File: src/common/pfc_pkg.sv
/*
  package for the parallel flash host controller: bus strobe timing, command codes,
  unlock sequence defaults, status bit positions and the request/answer structs.
  assumes a 50 MHz clock and a byte-wide flash with active-low strobes.
*/
// Contract
// host writes a command by pulling write strobe low while chip select is low
// flash latches the address at the later falling strobe edge
// flash latches data at the earlier rising strobe edge; host holds data across it
// flash drives data only with select and output gate low; host asserts both to read
// flash data bus floats when select or output gate is high
// select high deselects the flash; it ignores the bus
// host erases the sector before programming any byte in it; pfc_host does not erase, it leaves this to the caller
// byte program is three unlock writes then one address/data write
// internal byte programming ends within 20 us
// while programming, reads return only status bits
// commands written during byte programming are ignored
// sector erase is six writes, last carries 30H and sector address
// sector erase latches block address and command on sixth write strobe
// commands written during sector erase are ignored
// chip erase is six writes ending with 10H at 5555H
// during chip erase only status reads are valid
// two completion status bits are valid from the launching rising strobe
// on inconsistent status, reread twice; both valid confirms completion
// polarity bit is complement of data while programming, zero while erasing
// alternating bit toggles on each read while busy, stops when done
// an invalid unlock cycle sends the flash back to read mode
// unlock addresses and data are parameters of the sequencer
`default_nettype none
package pfc_pkg;
  localparam int ADDR_W = 19;
  localparam int CLK_NS = 20;
  // strobe phases in ns, converted to cycles (rounded up)
  localparam int SETUP_NS = 40;
  localparam int PULSE_NS = 60;
  localparam int HOLD_NS = 40;
  localparam int SETUP_CYC = (SETUP_NS + CLK_NS - 1) / CLK_NS;
  localparam int PULSE_CYC = (PULSE_NS + CLK_NS - 1) / CLK_NS;
  localparam int HOLD_CYC = (HOLD_NS + CLK_NS - 1) / CLK_NS;
  // timeout budgets in us
  localparam int PROG_MAX_US = 20;
  localparam int ERASE_MAX_US = 100000;
  localparam int PROG_TMO_CYC = PROG_MAX_US * 1000 / CLK_NS;
  localparam int ERASE_TMO_CYC = ERASE_MAX_US * 1000 / CLK_NS;
  // unlock sequence defaults
  localparam logic [ADDR_W-1:0] UNL_ADDR1 = 19'h05555;
  localparam logic [ADDR_W-1:0] UNL_ADDR2 = 19'h02AAA;
  localparam logic [7:0] UNL_DATA1 = 8'hAA;
  localparam logic [7:0] UNL_DATA2 = 8'h55;
  localparam logic [7:0] CMD_PROG = 8'hA0;
  localparam logic [7:0] CMD_ERASE_SETUP = 8'h80;
  localparam logic [7:0] CMD_SECTOR = 8'h30;
  localparam logic [7:0] CMD_CHIP = 8'h10;
  localparam logic [ADDR_W-1:0] CHIP_ERASE_ADDR = 19'h05555;
  localparam int SECTOR_LSB = 12;
  localparam int POL_BIT = 7;
  localparam int ALT_BIT = 6;
  localparam int RECHECK_READS = 2;
  typedef enum logic [1:0] {PFC_OP_READ, PFC_OP_PROG, PFC_OP_SECTOR, PFC_OP_CHIP} pfc_op_t;
  typedef struct packed {
    pfc_op_t op;
    logic [ADDR_W-1:0] addr;
    logic [7:0] data;
  } pfc_req_t;
  typedef struct packed {
    logic [7:0] data;
    logic fail;
  } pfc_rsp_t;
  // one bus cycle for the strobe engine
  typedef struct packed {
    logic wr;
    logic [ADDR_W-1:0] addr;
    logic [7:0] data;
  } pfc_cyc_t;
endpackage
`default_nettype wire

File: src/hw/pfc_host.sv
/*
  flash host controller: turns program, sector erase and chip erase requests into unlock
  sequences on the flash pins and polls the status bits for completion; reads take one read cycle.
  assumes a byte-wide flash with active-low strobes; dq_in arrives asynchronously.
*/
`default_nettype none
module pfc_host #(
  parameter int ERASE_TMO = pfc_pkg::ERASE_TMO_CYC,
  parameter logic [pfc_pkg::ADDR_W-1:0] UNLOCK_ADDR1 = pfc_pkg::UNL_ADDR1,
  parameter logic [pfc_pkg::ADDR_W-1:0] UNLOCK_ADDR2 = pfc_pkg::UNL_ADDR2,
  parameter logic [7:0] UNLOCK_DATA1 = pfc_pkg::UNL_DATA1,
  parameter logic [7:0] UNLOCK_DATA2 = pfc_pkg::UNL_DATA2
) (
  input wire logic clk,
  input wire logic rst_n,
  input wire logic req_valid,
  input wire pfc_pkg::pfc_req_t req,
  output logic req_ready,
  output logic rsp_valid,
  output pfc_pkg::pfc_rsp_t rsp,
  output logic ce_n,
  output logic we_n,
  output logic oe_n,
  output logic [pfc_pkg::ADDR_W-1:0] addr,
  input wire logic [7:0] dq_in,
  output logic [7:0] dq_out,
  output logic dq_oe
);
  typedef enum logic [2:0] {
    PFC_IDLE, PFC_WRITE, PFC_WAIT_W, PFC_POLL, PFC_WAIT_R, PFC_RECHECK, PFC_DONE
  } pfc_st_t;
  pfc_st_t st_reg;
  pfc_pkg::pfc_req_t cur_reg;
  logic [2:0] step_reg;
  logic [7:0] prev_reg;
  logic first_reg;
  logic [1:0] rechk_reg;
  logic fail_reg;
  logic [31:0] tmo_reg;
  logic [7:0] dq_s1_reg;
  logic [7:0] dq_s2_reg;
  logic bc_start;
  logic bc_done;
  logic [7:0] bc_rdata;
  pfc_pkg::pfc_cyc_t cyc;

  // number of write cycles in each command sequence
  function automatic logic [2:0] seq_len(input pfc_pkg::pfc_op_t op);
    case (op)
      pfc_pkg::PFC_OP_PROG: seq_len = 3'h4;
      pfc_pkg::PFC_OP_READ: seq_len = 3'h0;
      default: seq_len = 3'h6;
    endcase
  endfunction

  // address and data of write step n of the sequence for this request
  function automatic pfc_pkg::pfc_cyc_t seq_cyc(input pfc_pkg::pfc_req_t r,
                                                 input logic [2:0] n);
    logic [pfc_pkg::ADDR_W-1:0] sect;
    sect = {r.addr[pfc_pkg::ADDR_W-1:pfc_pkg::SECTOR_LSB], {pfc_pkg::SECTOR_LSB{1'b0}}};
    seq_cyc.wr = 1'b1;
    case (n)
      3'h0, 3'h3: begin
        seq_cyc.addr = UNLOCK_ADDR1;
        seq_cyc.data = UNLOCK_DATA1;
      end
      3'h1, 3'h4: begin
        seq_cyc.addr = UNLOCK_ADDR2;
        seq_cyc.data = UNLOCK_DATA2;
      end
      default: begin
        seq_cyc.addr = UNLOCK_ADDR1;
        seq_cyc.data = (r.op == pfc_pkg::PFC_OP_PROG) ? pfc_pkg::CMD_PROG
                                                       : pfc_pkg::CMD_ERASE_SETUP;
      end
    endcase
    if (r.op == pfc_pkg::PFC_OP_PROG && n == 3'h3) begin
      seq_cyc.addr = r.addr;
      seq_cyc.data = r.data;
    end
    if (n == 3'h5) begin
      seq_cyc.addr = (r.op == pfc_pkg::PFC_OP_SECTOR) ? sect : pfc_pkg::CHIP_ERASE_ADDR;
      seq_cyc.data = (r.op == pfc_pkg::PFC_OP_SECTOR) ? pfc_pkg::CMD_SECTOR
                                                       : pfc_pkg::CMD_CHIP;
    end
  endfunction

  // operation finished: no toggle between two reads and polarity bit settled
  function automatic logic op_done(input pfc_pkg::pfc_req_t r, input logic [7:0] a,
                                   input logic [7:0] b);
    logic want;
    want = (r.op == pfc_pkg::PFC_OP_PROG) ? r.data[pfc_pkg::POL_BIT] : 1'b1;
    op_done = (a[pfc_pkg::ALT_BIT] == b[pfc_pkg::ALT_BIT]) &&
              (b[pfc_pkg::POL_BIT] == want);
  endfunction

  // two-flop synchroniser on the flash data pins
  always_ff @(posedge clk) begin
    if (!rst_n) begin
      dq_s1_reg <= 8'h00;
      dq_s2_reg <= 8'h00;
    end else begin
      dq_s1_reg <= dq_in;
      dq_s2_reg <= dq_s1_reg;
    end
  end

  // bus cycle request for the current state
  always_comb begin
    bc_start = (st_reg == PFC_WRITE) || (st_reg == PFC_POLL) || (st_reg == PFC_RECHECK);
    if (st_reg == PFC_WRITE) begin
      cyc = seq_cyc(cur_reg, step_reg);
    end else begin
      cyc.wr = 1'b0;
      cyc.addr = cur_reg.addr;
      cyc.data = 8'h00;
    end
  end

  pfc_bus_cycle u_cycle (
    .clk(clk),
    .rst_n(rst_n),
    .start(bc_start),
    .cyc(cyc),
    .dq_sync(dq_s2_reg),
    .done(bc_done),
    .rdata(bc_rdata),
    .ce_n(ce_n),
    .we_n(we_n),
    .oe_n(oe_n),
    .addr(addr),
    .dq_out(dq_out),
    .dq_oe(dq_oe)
  );

  // request sequencing and completion polling; no new command until completion or timeout
  always_ff @(posedge clk) begin
    rsp_valid <= 1'b0;
    if (!rst_n) begin
      st_reg <= PFC_IDLE;
      cur_reg <= '0;
      step_reg <= 3'h0;
      prev_reg <= 8'h00;
      first_reg <= 1'b0;
      rechk_reg <= 2'h0;
      fail_reg <= 1'b0;
      tmo_reg <= 32'h0;
      req_ready <= 1'b0;
      rsp <= '0;
    end else begin
      case (st_reg)
        PFC_IDLE: begin
          req_ready <= 1'b1;
          if (req_valid && req_ready) begin
            req_ready <= 1'b0;
            cur_reg <= req;
            step_reg <= 3'h0;
            first_reg <= 1'b1;
            fail_reg <= 1'b0;
            rechk_reg <= 2'h0;
            // the caller erases the sector before programming it
            tmo_reg <= (req.op == pfc_pkg::PFC_OP_PROG) ? 32'(pfc_pkg::PROG_TMO_CYC)
                                                       : 32'(ERASE_TMO);
            st_reg <= (req.op == pfc_pkg::PFC_OP_READ) ? PFC_POLL : PFC_WRITE;
          end
        end
        PFC_WRITE: st_reg <= PFC_WAIT_W;
        PFC_WAIT_W: if (bc_done) begin
          if (step_reg == seq_len(cur_reg.op) - 3'h1) begin
            st_reg <= PFC_POLL;
          end else begin
            step_reg <= step_reg + 3'h1;
            st_reg <= PFC_WRITE;
          end
        end
        PFC_POLL: st_reg <= PFC_WAIT_R;
        PFC_WAIT_R: begin
          if (tmo_reg != 32'h0) begin
            tmo_reg <= tmo_reg - 32'h1;
          end
          if (bc_done) begin
            prev_reg <= bc_rdata;
            first_reg <= 1'b0;
            if (cur_reg.op == pfc_pkg::PFC_OP_READ) begin
              st_reg <= PFC_DONE;
            end else if (!first_reg && op_done(cur_reg, prev_reg, bc_rdata)) begin
              if (rechk_reg == 2'(pfc_pkg::RECHECK_READS)) begin
                st_reg <= PFC_DONE;
              end else begin
                rechk_reg <= rechk_reg + 2'h1;
                st_reg <= PFC_RECHECK;
              end
            end else if (tmo_reg == 32'h0) begin
              fail_reg <= 1'b1;
              st_reg <= PFC_DONE;
            end else begin
              rechk_reg <= 2'h0;
              st_reg <= PFC_POLL;
            end
          end
        end
        PFC_RECHECK: st_reg <= PFC_WAIT_R;
        PFC_DONE: begin
          rsp_valid <= 1'b1;
          rsp.data <= prev_reg;
          rsp.fail <= fail_reg;
          st_reg <= PFC_IDLE;
        end
        default: st_reg <= PFC_IDLE;
      endcase
    end
  end
endmodule
`default_nettype wire

File: src/hw/pfc_bus_cycle.sv
/*
  single flash bus cycle engine: one write or read with setup, strobe and hold phases.
  assumes the caller waits for done before starting the next cycle.
*/
`default_nettype none
module pfc_bus_cycle (
  input wire logic clk,
  input wire logic rst_n,
  input wire logic start,
  input wire pfc_pkg::pfc_cyc_t cyc,
  input wire logic [7:0] dq_sync,
  output logic done,
  output logic [7:0] rdata,
  output logic ce_n,
  output logic we_n,
  output logic oe_n,
  output logic [pfc_pkg::ADDR_W-1:0] addr,
  output logic [7:0] dq_out,
  output logic dq_oe
);
  typedef enum logic [1:0] {PFC_BC_IDLE, PFC_BC_SETUP, PFC_BC_PULSE, PFC_BC_HOLD} pfc_bc_t;
  pfc_bc_t st_reg;
  logic [3:0] cnt_reg;
  logic wr_reg;
  // sync input latency plus pulse width before sampling reads
  localparam logic [3:0] SETUP_N = 4'(pfc_pkg::SETUP_CYC);
  localparam logic [3:0] PULSE_N = 4'(pfc_pkg::PULSE_CYC + 2);
  localparam logic [3:0] HOLD_N = 4'(pfc_pkg::HOLD_CYC);

  // phase sequencer; address set before strobe so flash sees it at the falling edge
  always_ff @(posedge clk) begin
    done <= 1'b0;
    if (!rst_n) begin
      st_reg <= PFC_BC_IDLE;
      cnt_reg <= 4'h0;
      wr_reg <= 1'b0;
      ce_n <= 1'b1;
      we_n <= 1'b1;
      oe_n <= 1'b1;
      addr <= '0;
      dq_out <= 8'h00;
      dq_oe <= 1'b0;
      rdata <= 8'h00;
    end else begin
      case (st_reg)
        PFC_BC_IDLE: if (start) begin
          addr <= cyc.addr;
          dq_out <= cyc.data;
          wr_reg <= cyc.wr;
          ce_n <= 1'b0;
          cnt_reg <= SETUP_N;
          st_reg <= PFC_BC_SETUP;
        end
        PFC_BC_SETUP: begin
          if (cnt_reg == 4'h1) begin
            we_n <= ~wr_reg;
            oe_n <= wr_reg;
            dq_oe <= wr_reg;
            cnt_reg <= wr_reg ? 4'(pfc_pkg::PULSE_CYC) : PULSE_N;
            st_reg <= PFC_BC_PULSE;
          end else begin
            cnt_reg <= cnt_reg - 4'h1;
          end
        end
        PFC_BC_PULSE: begin
          if (cnt_reg == 4'h1) begin
            if (!wr_reg) begin
              rdata <= dq_sync;
            end
            we_n <= 1'b1;
            oe_n <= 1'b1;
            cnt_reg <= HOLD_N;
            st_reg <= PFC_BC_HOLD;
          end else begin
            cnt_reg <= cnt_reg - 4'h1;
          end
        end
        PFC_BC_HOLD: begin
          if (cnt_reg == 4'h1) begin
            ce_n <= 1'b1;
            dq_oe <= 1'b0;
            done <= 1'b1;
            st_reg <= PFC_BC_IDLE;
          end else begin
            cnt_reg <= cnt_reg - 4'h1;
          end
        end
        default: st_reg <= PFC_BC_IDLE;
      endcase
    end
  end
endmodule
`default_nettype wire

File: config.mk
export PLATFORM = sky130hd
export DESIGN_NAME = pfc_host
export DESIGN_NICKNAME = d
export VERILOG_FILES = /design/src/common/pfc_pkg.sv /design/src/hw/pfc_host.sv /design/src/hw/pfc_bus_cycle.sv
export SDC_FILE = /design/constraint.sdc
export NUM_CORES = 1
export LEC_CHECK = 0
export ABC_AREA = 1
export BUFFER_PORTS_ARGS = -buffer_cell sky130_fd_sc_hd__buf_2
export CORE_UTILIZATION = 45
export CTS_BUF_LIST = sky130_fd_sc_hd__clkbuf_8
export DETAILED_ROUTE_END_ITERATION = 10
export PLACE_DENSITY = 0.71
export SLEW_MARGIN = 40
export SYNTH_ARGS = -nofsm -noshare
export SYNTH_HDL_FRONTEND = slang
export SYNTH_SLANG_ARGS = --single-unit
File: constraint.sdc
create_clock -name clk -period 3.6 [get_ports clk]
set_input_delay 0.72 -clock clk [delete_from_list [all_inputs] [get_ports clk]]
set_output_delay 0.72 -clock clk [all_outputs]
set_load 0.02 [all_outputs]
Word level (Yosys, flattened, before mapping)
Cells that the tools add are included.
{"block": "word_totals", "reg_bits": 153, "input_bits": 40, "output_inout_bits": 42, "elab_cells": 176}
{"block": "op_classes", "n_addsub": 5, "n_eq_ne": 36, "muxes": 69, "bitwise_logic": 1, "n_reduce_logical": 38}
{"operator": "$mux W32", "n": 2}
{"operator": "$pmux W32 S2", "n": 1}
{"operator": "$mux W27", "n": 2}
{"operator": "$pmux W23 S2", "n": 1}
{"operator": "$mux W3", "n": 13}
{"operator": "$logic_not A32 Y1", "n": 1}
{"operator": "$reduce_bool A32 Y1", "n": 1}
{"operator": "$sub A32 B1 Y32 const B", "n": 1}
{"operator": "$mux W28", "n": 1}
{"operator": "$mux W2", "n": 13}
{"operator": "$mux W23", "n": 1}
{"operator": "$reduce_and A3 Y1", "n": 7}
{"operator": "$mux W19", "n": 1}
{"operator": "$mux W1", "n": 16}
{"operator": "$mux W4", "n": 4}
{"operator": "$ne A2 B2 Y1 const B", "n": 8}
{"operator": "$pmux W4 S4", "n": 1}
{"operator": "$eq A3 B3 Y1 const B", "n": 5}
{"operator": "$pmux W3 S5", "n": 1}
{"operator": "$mux W6", "n": 2}
{"operator": "$pmux W1 S2", "n": 6}
{"operator": "$pmux W3 S2", "n": 2}
{"operator": "$reduce_and A6 Y1", "n": 2}
{"operator": "$ne A2 B1 Y1 const B", "n": 5}
{"operator": "24 further kinds", "n": 52}

Longest topological paths before layout
Gate-level depths: netlist of the first run.
{"block": "depth", "ltp_word": 10, "mapped_depth": 13, "mapped_depth_nobuf": 13}

Modules after synthesis
A second synthesis of the first run with hierarchy kept.
{"block": "hier_totals", "hier_cells": 1043, "area_unflattened_um2": 7191.9}
{"mod": "pfc_host", "instances": 1, "cells_per_inst": 788, "area_per_inst_um2": 5303.8, "seq_area_each_um2": 2122.0}
{"mod": "pfc_bus_cycle", "instances": 1, "cells_per_inst": 255, "area_per_inst_um2": 1888.1, "seq_area_each_um2": 940.9}

Worst setup path before layout of the first run
Ideal clock, no wire load.
{"block": "synth_timing", "path_kind": "input to register", "startpoint": "input rst_n", "endpoint": "register u_cycle.addr[14] in the netlist's numbering", "setup_time_ns": 0.059, "arrival_time_ns": 1.697, "t_required_ns": 3.541, "setup_slack_ns": 1.843, "path_stages": 5, "n_path_buf": 3, "cell_sequence": "clkbuf_1 clkbuf_1 clkbuf_1 o221ai_1 inv_1"}
{"item": "start, declared", "line_no": "pfc_host.sv:15", "text": "input wire logic rst_n,"}
{"item": "end signal, assigned", "line_no": "pfc_bus_cycle.sv:47", "text": "addr <= cyc.addr;"}
{"item": "end, declared", "line_no": "pfc_bus_cycle.sv:17", "text": "output logic [pfc_pkg::ADDR_W-1:0] addr,"}
No word-level cell between the ends.

Final worst setup path of the first run
{"block": "layout_timing", "startpoint": "register u_cycle.st_reg[1]", "endpoint": "register u_cycle.addr[9] in the netlist's numbering"}
{"block": "layout_between", "elab_chain_cells": 2}
{"item": "start, declared", "line_no": "pfc_bus_cycle.sv:22", "text": "pfc_bc_t st_reg;"}
{"item": "start signal, assigned", "line_no": "pfc_bus_cycle.sv:34", "text": "st_reg <= PFC_BC_IDLE;"}
{"item": "start signal, assigned", "line_no": "pfc_bus_cycle.sv:52", "text": "st_reg <= PFC_BC_SETUP;"}
{"item": "start signal, assigned", "line_no": "pfc_bus_cycle.sv:60", "text": "st_reg <= PFC_BC_PULSE;"}
{"item": "$logic_not A2 Y1", "line_no": "pfc_bus_cycle.sv:45", "text": "case (st_reg)"}
{"item": "$reduce_and A2 Y1 (no source line)"}
No other way between the ends.
A chain may end at the register's enable or synchronous reset.

==> flow_summary.json, run 1 <==
{
  "drc": 0,
  "worst_pin_slew_ns": 0.684,
  "fill_cells": 1571,
  "die_h_um": 128,
  "grt_pass1_vias": 5935,
  "power.density_nw_per_um2": 765,
  "place_hpwl_um": 11200,
  "p_int_mw": 3.37,
  "finalCritPeriodShare": 0.654,
  "routedWlPerCell_um": 12.3,
  "post_cts_resized": 0,
  "switching_power_mw": 2.73,
  "cap_violations": 0,
  "drtIter0Drc": 417,
  "worst_slack_ns": 1.25,
  "area_growth_pct": 12.6,
  "synth_area_um2": 7090,
  "slew_violations": 0,
  "grt_first_pass_wirelength_um": 27300,
  "cts_buffer_depth": 2,
  "core_area_um2": 15300,
  "drive_gt1_frac": 0.136,
  "cts_root_buffer": "clkbuf_8",
  "dieArea_um2": 16300,
  "vias": 6395,
  "grt_start_max_net_pins": 56,
  "p_total_mw": 6.10,
  "rsz0062_at_grt": "false",
  "end_kind": "register",
  "grt_overflow": 0,
  "max_freq_mhz": 425,
  "yosysWarnings": 0,
  "routed_via_density": 4.91,
  "rows": 45,
  "largest_reg_flops": 32,
  "grt_usage": 0.209,
  "cts_max_level": 4,
  "fin_hold_ws_ns": 0.415,
  "cts_sinks": 153,
  "critPathArrivalTime_ns": 2.71,
  "synth_edf_count": 0,
  "avgSynthCellArea_um2": 7.02,
  "register_area_um2": 3060,
  "tns_ns": 0,
  "maxSlewHeadroom": 0.543,
  "hp-class": "register to register",
  "crit_start": "u_cycle.st_reg[1]",
  "cp-start-kind": "register",
  "swShare": 0.448,
  "antenna_left": 0,
  "start_util": 0.463,
  "synth_ff_type": "dfxtp_1",
  "insertion_delay_ns": 0.46,
  "num_io_pins": 82,
  "ys_ff_latch": 153,
  "ys_seq_area_frac": 0.432,
  "hold_viol_final": 0,
  "r2r_start": "u_cycle.st_reg[1]",
  "clockPowerShare": 0.199,
  "dpl_worst_slack_ns": 1.23,
  "crit_required_ns": 3.95,
  "wirelength_um": 16000,
  "clock_skew_ns": 0.0134,
  "hold_start": "dq_s1_reg[6]",
  "ir_drop_v": 0.000413,
  "path_clk_slew_ns": 0.09,
  "syn_nets": 1064,
  "gp_congestion": 0.870,
  "final_core_util": 0.521,
  "cts_setup_buffers": 0,
  "cts_inserted_buffers": 17,
  "antenna_found_initial": 0,
  "cp_max_fo": 16,
  "die_w_um": 128,
  "hold_buffers": 0,
  "worstSetupPathType": "register to register",
  "seqPwrFrac": 0.362,
  "finalCriticalPeriod_ns": 2.35,
  "diodes": 0,
  "multi_input_area_um2": 3290,
  "async_flop_share": 0,
  "num-nets-final": 1135,
  "pwr-share-comb": 0.439,
  "syn_inst": 1010,
  "dr.pass1.iters": 5,
  "portBuffers": 81,
  "setup_viol": 0,
  "p_leak_nw": 3.77,
  "cts_tree": "yes",
  "synth_cell_types": 42,
  "status": "finished clean"
}
## worst max-delay path, stage by stage, from the launching register on
cell	delay, ns
dfxtp_1	0.34
inv_1	0.12
ha_1	0.21
nand3_1	0.51
inv_1	0.59
nand2_1	0.25
o21bai_1	0.18
inv_1	0.05
## power groups by stage
stage                     registers (mW)  logic [mW]  clock network, mW
after floorplan                     2.29        2.02                  0
after global routing                2.25        3.08               1.32
final                               2.21        2.68               1.22
after CTS                           2.21        2.68               1.25
after global placement              2.24        2.64                  0
after detailed placement            2.25        2.67                  0
## Yosys cell counts (all sizes together) (8+ instances only)
cell    instances  area, µm²
nand2         186        734
nor2          171        698
dfxtp         153       3060
inv           150        566
a21oi          99        495
o21ai          96        484
nand3          42        215
clkbuf         19       71.3
ha             14        175
nand4          14       87.6
buf            13       90.1
xor2           10       87.6
o221ai          8       70.1
## metal layers
metal | track usage | up-vias | share of wire | wire (µm)
li1 | - | 3373 | - | -
met4 | 0.0924 | 0 | 0.018 | 286
met3 | 0.0423 | 23 | 0.043 | 693
met1 | 0.254 | 2872 | 0.46 | 7350
met2 | 0.357 | 127 | 0.48 | 7670
met5 | 0 | - | 0 | 0
## final cells by class
class | instances | area share
clock buffers | 18 | 0.0310
clock inverters | 12 | 0.0135
inverters | 152 | 0.0726
multi-input cells | 673 | 0.412
flip-flops and latches | 153 | 0.384
well taps | 211 | 0.0331
repair buffers | 84 | 0.0536
## final timing paths
kind | to | cells past startpoint | slack [ns]
max | u_cycle.addr[9] | 7 | 1.25
min reg2reg | dq_s2_reg[6] | 2 | 0.42
min | dq_s2_reg[6] | 2 | 0.42
max reg2reg | u_cycle.addr[9] | 7 | 1.25
## metrics by stage
stage          instance area, µm²  std cells
6_report                     7980       1303
3_3_place_gp                 7620       1273
5_1_grt                      7980       1303
2_1_floorplan                7090       1010
4_1_cts                      7980       1303
3_5_place_dp                 7620       1273
## cells by family (layout without fill, tap and decap cells)
| kind of cell | Yosys count | count (layout) | synth area share |
|---|---|---|---|
| compound gates | 224 | 224 | 0.170 |
| buf+inv | 184 | 266 | 0.104 |
| flops | 153 | 153 | 0.432 |
| simple gates | 424 | 424 | 0.255 |
| fa+ha+maj | 14 | 14 | 0.0247 |
| xor+xnor | 11 | 11 | 0.0136 |
## cells in the final DEF (no fill, tap or decap), drive strengths merged, types with 7 or more instances in the layout
cell type | synthesis | final
a21oi | 99 | 99
buf | 13 | 84
clkbuf | 19 | 18
dfxtp | 153 | 153
ha | 14 | 14
inv | 150 | 156
nand2 | 186 | 186
nand3 | 42 | 42
nand4 | 14 | 14
nor2 | 171 | 171
nor3 | 7 | 7
o21ai | 96 | 96
o221ai | 8 | 8
xor2 | 10 | 10
Power figures use the tool's default switching activity.
==> run 2, diff against run 1 <==
--- a/config.mk
+++ b/config.mk
@@ -5,12 +5,12 @@
 export SDC_FILE = /design/constraint.sdc
 export NUM_CORES = 1
 export LEC_CHECK = 0
-export ABC_AREA = 1
+export ABC_AREA = 0
 export BUFFER_PORTS_ARGS = -buffer_cell sky130_fd_sc_hd__buf_2
 export CORE_UTILIZATION = 45
 export CTS_BUF_LIST = sky130_fd_sc_hd__clkbuf_8
 export DETAILED_ROUTE_END_ITERATION = 10
-export PLACE_DENSITY = 0.71
+export PLACE_DENSITY = 0.74
 export SLEW_MARGIN = 40
 export SYNTH_ARGS = -nofsm -noshare
 export SYNTH_HDL_FRONTEND = slang
==> constraint.sdc (replaced) <==
create_clock -name clk -period 2.1 [get_ports clk]
set_input_delay 0.42 -clock clk [delete_from_list [all_inputs] [get_ports clk]]
set_output_delay 0.42 -clock clk [all_outputs]
set_load 0.02 [all_outputs]
==> flow_summary.json, run 2 <==
{
  "status": "finished with violations",
  "failed_checks": "negative setup slack",
  "core_area_um2": 14500,
  "area_growth_pct": 27.1,
  "insertion_delay_ns": 0.45,
  "yosysWarnings": 0,
  "drive_gt1_frac": 0.262,
  "antenna_left": 0,
  "avgSynthCellArea_um2": 7.98,
  "dr.pass1.iters": 5,
  "wirelength_um": 17400,
  "worstSetupPathType": "register to register",
  "num_io_pins": 82,
  "routed_via_density": 5.48,
  "multi_input_area_um2": 3500,
  "final_cell_area_um2": 8530,
  "dpl_cell_area_um2": 7860,
  "portBuffers": 81,
  "max_freq_mhz": 370,
  "cap_violations": 0,
  "cts_buffer_depth": 2,
  "slew_violations": 0,
  "synth_most_common_cell": "nand2_1",
  "routedWlPerCell_um": 14.7,
  "cp-start-kind": "register",
  "setup_viol": 37,
  "rows": 44,
  "finalCritPeriodShare": 1.29,
  "grt_overflow": 0,
  "fin_hold_ws_ns": 0.167,
  "cts_sinks": 153,
  "maxSlewHeadroom": 0.475,
  "worst_pin_slew_ns": 0.779,
  "synth_area_um2": 6710,
  "drc": 0,
  "dpl_worst_slack_ns": -0.606,
  "synth_edf_count": 0,
  "p_leak_nw": 3.42,
  "vias": 6511,
  "final_core_util": 0.587,
  "layoutNonFillerInstCount": 1188,
  "drtIter0Drc": 551,
  "end_kind": "register",
  "cp_max_fo": 5,
  "ir_drop_v": 0.000692,
  "critPathArrivalTime_ns": 3.05,
  "num-nets-final": 1044,
  "die_h_um": 124,
  "cts_inserted_buffers": 17,
  "largest_reg_flops": 32,
  "grt_pass1_vias": 6030,
  "dieArea_um2": 15400,
  "synth_cell_types": 66,
  "synth_ff_type": "dfxtp_1",
  "cts_max_level": 4,
  "synth.area.top_cells": "dfxtp_1 (46%), nand2_1 (9.3%), a21oi_1 (9.3%), o21ai_0 (3.6%), nor2_1 (3.1%)",
  "p_total_mw": 10.8,
  "clock_skew_ns": 0.0109,
  "power.density_nw_per_um2": 1260,
  "tns_ns": -18.41,
  "dpl.cell_count": 1148,
  "grt_start_max_net_pins": 40,
  "gp_congestion": 0.905,
  "rsz0062_at_grt": "true",
  "hold_viol_final": 0,
  "grt_usage": 0.231,
  "ys_seq_area_frac": 0.457,
  "ys_ff_latch": 153,
  "synth_common_cells": "nand2_1 (167), dfxtp_1 (153), a21oi_1 (125)",
  "grt_first_pass_wirelength_um": 27900,
  "synth_top_area_share": 0.457,
  "syn_nets": 895,
  "hp-class": "primary input to register",
  "place_hpwl_um": 11900,
  "cts_tree": "yes",
  "die_w_um": 124,
  "syn_inst": 841,
  "yosysTopAreaCell": "dfxtp_1",
  "start_util": 0.462,
  "async_flop_share": 0,
  "crit_required_ns": 2.45,
  "final_common_cell": "nand2_1",
  "fill_cells": 1302,
  "path_clk_slew_ns": 0.09,
  "worst_slack_ns": -0.602,
  "register_area_um2": 3070,
  "finalCriticalPeriod_ns": 2.70,
  "layout_common_cells": "nand2_1 (166), dfxtp_1 (149), a21oi_1 (123)",
  "hold_buffers": 0,
  "antenna_found_initial": 1,
  "cts_root_buffer": "clkbuf_8"
}
## run 2: cell types whose count changed after synthesis, sizes merged, moves of 8 or more
cell	previous run	this run
inv	150	20
nor2	171	56
o21ai	96	57
a21oi	99	131
clkbuf	19	43
and2	0	19
nand2	186	167
nand3	42	25
or3	0	16
nand4	14	5
nor4	0	9
or4	0	9
o221ai	8	0
## run 2: cells by family (layout without fill, tap and decap cells)
family,after synthesis,after routing,synth area share
AOI/OAI and AO/OA,233,233,0.200
adders and majority gates,14,14,0.0261
and+or+nand+nor,357,357,0.254
other,0,1,0
buffers and inverters,71,233,0.0444
muxes,5,5,0.00839
xor gates and xnor gates,8,8,0.0104
DFF,153,153,0.457
## run 2: report_power, final
part | internal (mW) | switching (mW)
sequential | 3.33 | 0.279
clock | 1.11 | 1.24
combinational | 2.14 | 2.66
total | 6.58 | 4.18
## run 2: path summary, 6_finish.rpt
path / startpoint / endpoint / slack, ns / cells past startpoint
setup / recovery: tmo_reg[2] / rechk_reg[0] / -0.60 / 6
hold / removal: dq_in[4] / dq_s1_reg[4] / 0.17 / 2
setup reg to reg: tmo_reg[2] / rechk_reg[0] / -0.60 / 6
hold reg to reg: dq_s1_reg[6] / dq_s2_reg[6] / 0.44 / 1
## run 2: critical path: stages (launching register included)
cell      delay [ns]
dfxtp_2         0.33
or4_4           0.52
or4b_4          0.49
or4_4           0.58
nand2b_4        0.17
a31o_4          0.22
mux2_4          0.29
## run 2: area by class of cell
cell class              instances  share of cell area
diodes                          1            0.000293
clock buffers                  17              0.0274
clock inverters                15              0.0214
inverters                      20             0.00880
multi-input cells             617               0.410
flip-flops and latches        153               0.360
well taps                     184              0.0270
repair buffers                181               0.145
## run 2: metal layers
layer  vias up  wire length (µm)  GRT usage
met5         -                 0          0
met4         0               282     0.0967
met3        28              1280     0.0508
met2       214              8030      0.353
met1      3040              7810      0.313
li1       3229                 -          -
## run 2: repair_timing
| action | CTS | global route |
|---|---|---|
| pin swaps | 2 | 14 |
| hold endpoints to repair | 0 | 0 |
| buffers inserted | 2 | 2 |
| gates cloned | 0 | 3 |
| endpoints found under the setup margin | 37 | 51 |
| resized for setup | 14 | 29 |
==> run 3, diff against run 2 <==
--- a/config.mk
+++ b/config.mk
@@ -15,3 +15,4 @@
 export SYNTH_ARGS = -nofsm -noshare
 export SYNTH_HDL_FRONTEND = slang
 export SYNTH_SLANG_ARGS = --single-unit
+export TNS_END_PERCENT = 5
==> flow_summary.json, run 3 (same netlist as run 2, synthesis figures left out) <==
{
  "num-nets-final": 1034,
  "finalCritPeriodShare": 1.30,
  "min_to": "dq_s1_reg[5]",
  "dpl_worst_slack_ns": -0.615,
  "routedWlPerCell_um": 14.5,
  "hold_buffers": 0,
  "wirelength_um": 17000,
  "start_util": 0.462,
  "swShare": 0.390,
  "p_leak_nw": 3.32,
  "dieArea_um2": 15400,
  "rsz0062_at_grt": "true",
  "grt_first_pass_wirelength_um": 27500,
  "vias": 6450,
  "die_w_um": 124,
  "num_io_pins": 82,
  "p_int_mw": 6.35,
  "portBuffers": 81,
  "cp-start-kind": "register",
  "cts_sinks": 153,
  "grt_overflow": 0,
  "cts_root_buffer": "clkbuf_8",
  "cts_buffer_depth": 2,
  "setup_viol": 37,
  "gr-usage-met1": 0.316,
  "worst_pin_slew_ns": 0.700,
  "crit_start": "tmo_reg[5]",
  "r2r_cells": 6,
  "grtUsageMet2": 0.348,
  "busiest_layer": "met2",
  "switching_power_mw": 4.06,
  "final_core_util": 0.574,
  "max_freq_mhz": 366,
  "hold_viol_final": 0,
  "drtIter0Drc": 615,
  "end_kind": "register",
  "layout_common_cells": "nand2_1 (166), dfxtp_1 (149), a21oi_1 (124)",
  "crit_required_ns": 2.47,
  "largest_reg_flops": 32,
  "diodes": 0,
  "rows": 44,
  "hold_start": "dq_in[5]",
  "r2r_start": "tmo_reg[5]",
  "grt_usage": 0.229,
  "power.density_nw_per_um2": 1250,
  "antenna_left": 0,
  "area_growth_pct": 24.3,
  "seqPwrFrac": 0.346,
  "cap_violations": 0,
  "die_h_um": 124,
  "worstSetupPathType": "register to register",
  "finalCriticalPeriod_ns": 2.73,
  "drive_gt1_frac": 0.245,
  "worst_slack_ns": -0.633,
  "cts_inserted_buffers": 17,
  "maxSlewHeadroom": 0.529,
  "pwr-share-comb": 0.421,
  "place_hpwl_um": 11700,
  "grt_pass1_vias": 5661,
  "ir_drop_v": 0.000671,
  "p_total_mw": 10.4,
  "use_met3": 0.0508,
  "cts_setup_buffers": 0,
  "slew_violations": 0,
  "cp_max_fo": 5,
  "r2r_end": "rechk_reg[0]",
  "drc": 0,
  "critPathArrivalTime_ns": 3.10,
  "cts_max_level": 4,
  "clock_skew_ns": 0.0158,
  "final_common_cell": "nand2_1",
  "routed_via_density": 5.48,
  "min_path_cells": 2,
  "cts_tree": "yes",
  "core_area_um2": 14500,
  "layoutNonFillerInstCount": 1177,
  "gp_congestion": 0.947,
  "insertion_delay_ns": 0.48,
  "grt_start_max_net_pins": 78,
  "path_clk_slew_ns": 0.10,
  "clockPowerShare": 0.233,
  "r2r_slack_ns": -0.63,
  "status": "finished with violations",
  "failed_checks": "negative setup slack",
  "dpl.cell_count": 1145,
  "dr.pass1.iters": 5,
  "antenna_found_initial": 0,
  "hp-class": "primary input to register"
}
==> run 3: worst max-delay path by stage <==
stage | end | cells after the start
3_3_place_gp | rechk_reg[0] | 6
2_1_floorplan | rechk_reg[0] | 7
4_1_cts | rechk_reg[0] | 6
3_5_place_dp | rechk_reg[0] | 6
6_report | rechk_reg[0] | 6
5_1_grt | tmo_reg[5] | 7
==> run 3: worst max-delay path, stage by stage (launching register included) <==
cell	delay, ns
dfxtp_2	0.34
or4_4	0.53
or4b_4	0.53
or4_4	0.55
nand2b_4	0.17
a31o_4	0.22
mux2_4	0.29
==> run 3: final cells by class <==
type / instances / area (µm²)
Clock buffer: 17 / 234
Sequential cell: 153 / 3070
Inverter: 20 / 75.1
Clock inverter: 15 / 195
Timing Repair Buffer: 171 / 1110
Multi-Input combinational cell: 617 / 3420
Tap cell: 184 / 230
Fill cell: 1369 / 6190
==> run 3: power groups by stage <==
| stage | clock network (mW) | registers [mW] | logic, mW |
|---|---|---|---|
| floorplan | 0 | 3.78 | 2.42 |
| global placement | 0 | 3.65 | 4.10 |
| detailed placement | 0 | 3.66 | 4.16 |
| CTS | 2.48 | 3.60 | 4.24 |
| global route | 2.60 | 3.66 | 4.81 |
| finish | 2.42 | 3.60 | 4.38 |
==> run 3: timing repair <==
action / 4_1_cts / 5_1_grt
resized for setup: 7 / 15
endpoints found under the setup margin: 37 / 61
pin swaps: 1 / 2
==> run 3: metal layers <==
layer	part of all wire	vias up
li1	-	3207
met1	0.47	3007
met2	0.45	211
met3	0.063	25
met4	0.016	0
met5	0	-
==> run 3: through the flow <==
stage | TNS [ns] | instance area (µm²) | hold WS (ns)
final | -18.32 | 8340 | 0.143
after global routing | -21.21 | 8340 | 0.148
after CTS | -18.26 | 8290 | 0.132
after detailed placement | -18.05 | 7840 | 0.419
after global placement | -16.62 | 7840 | 0.416
after floorplan | -17.47 | 6720 | 0.412
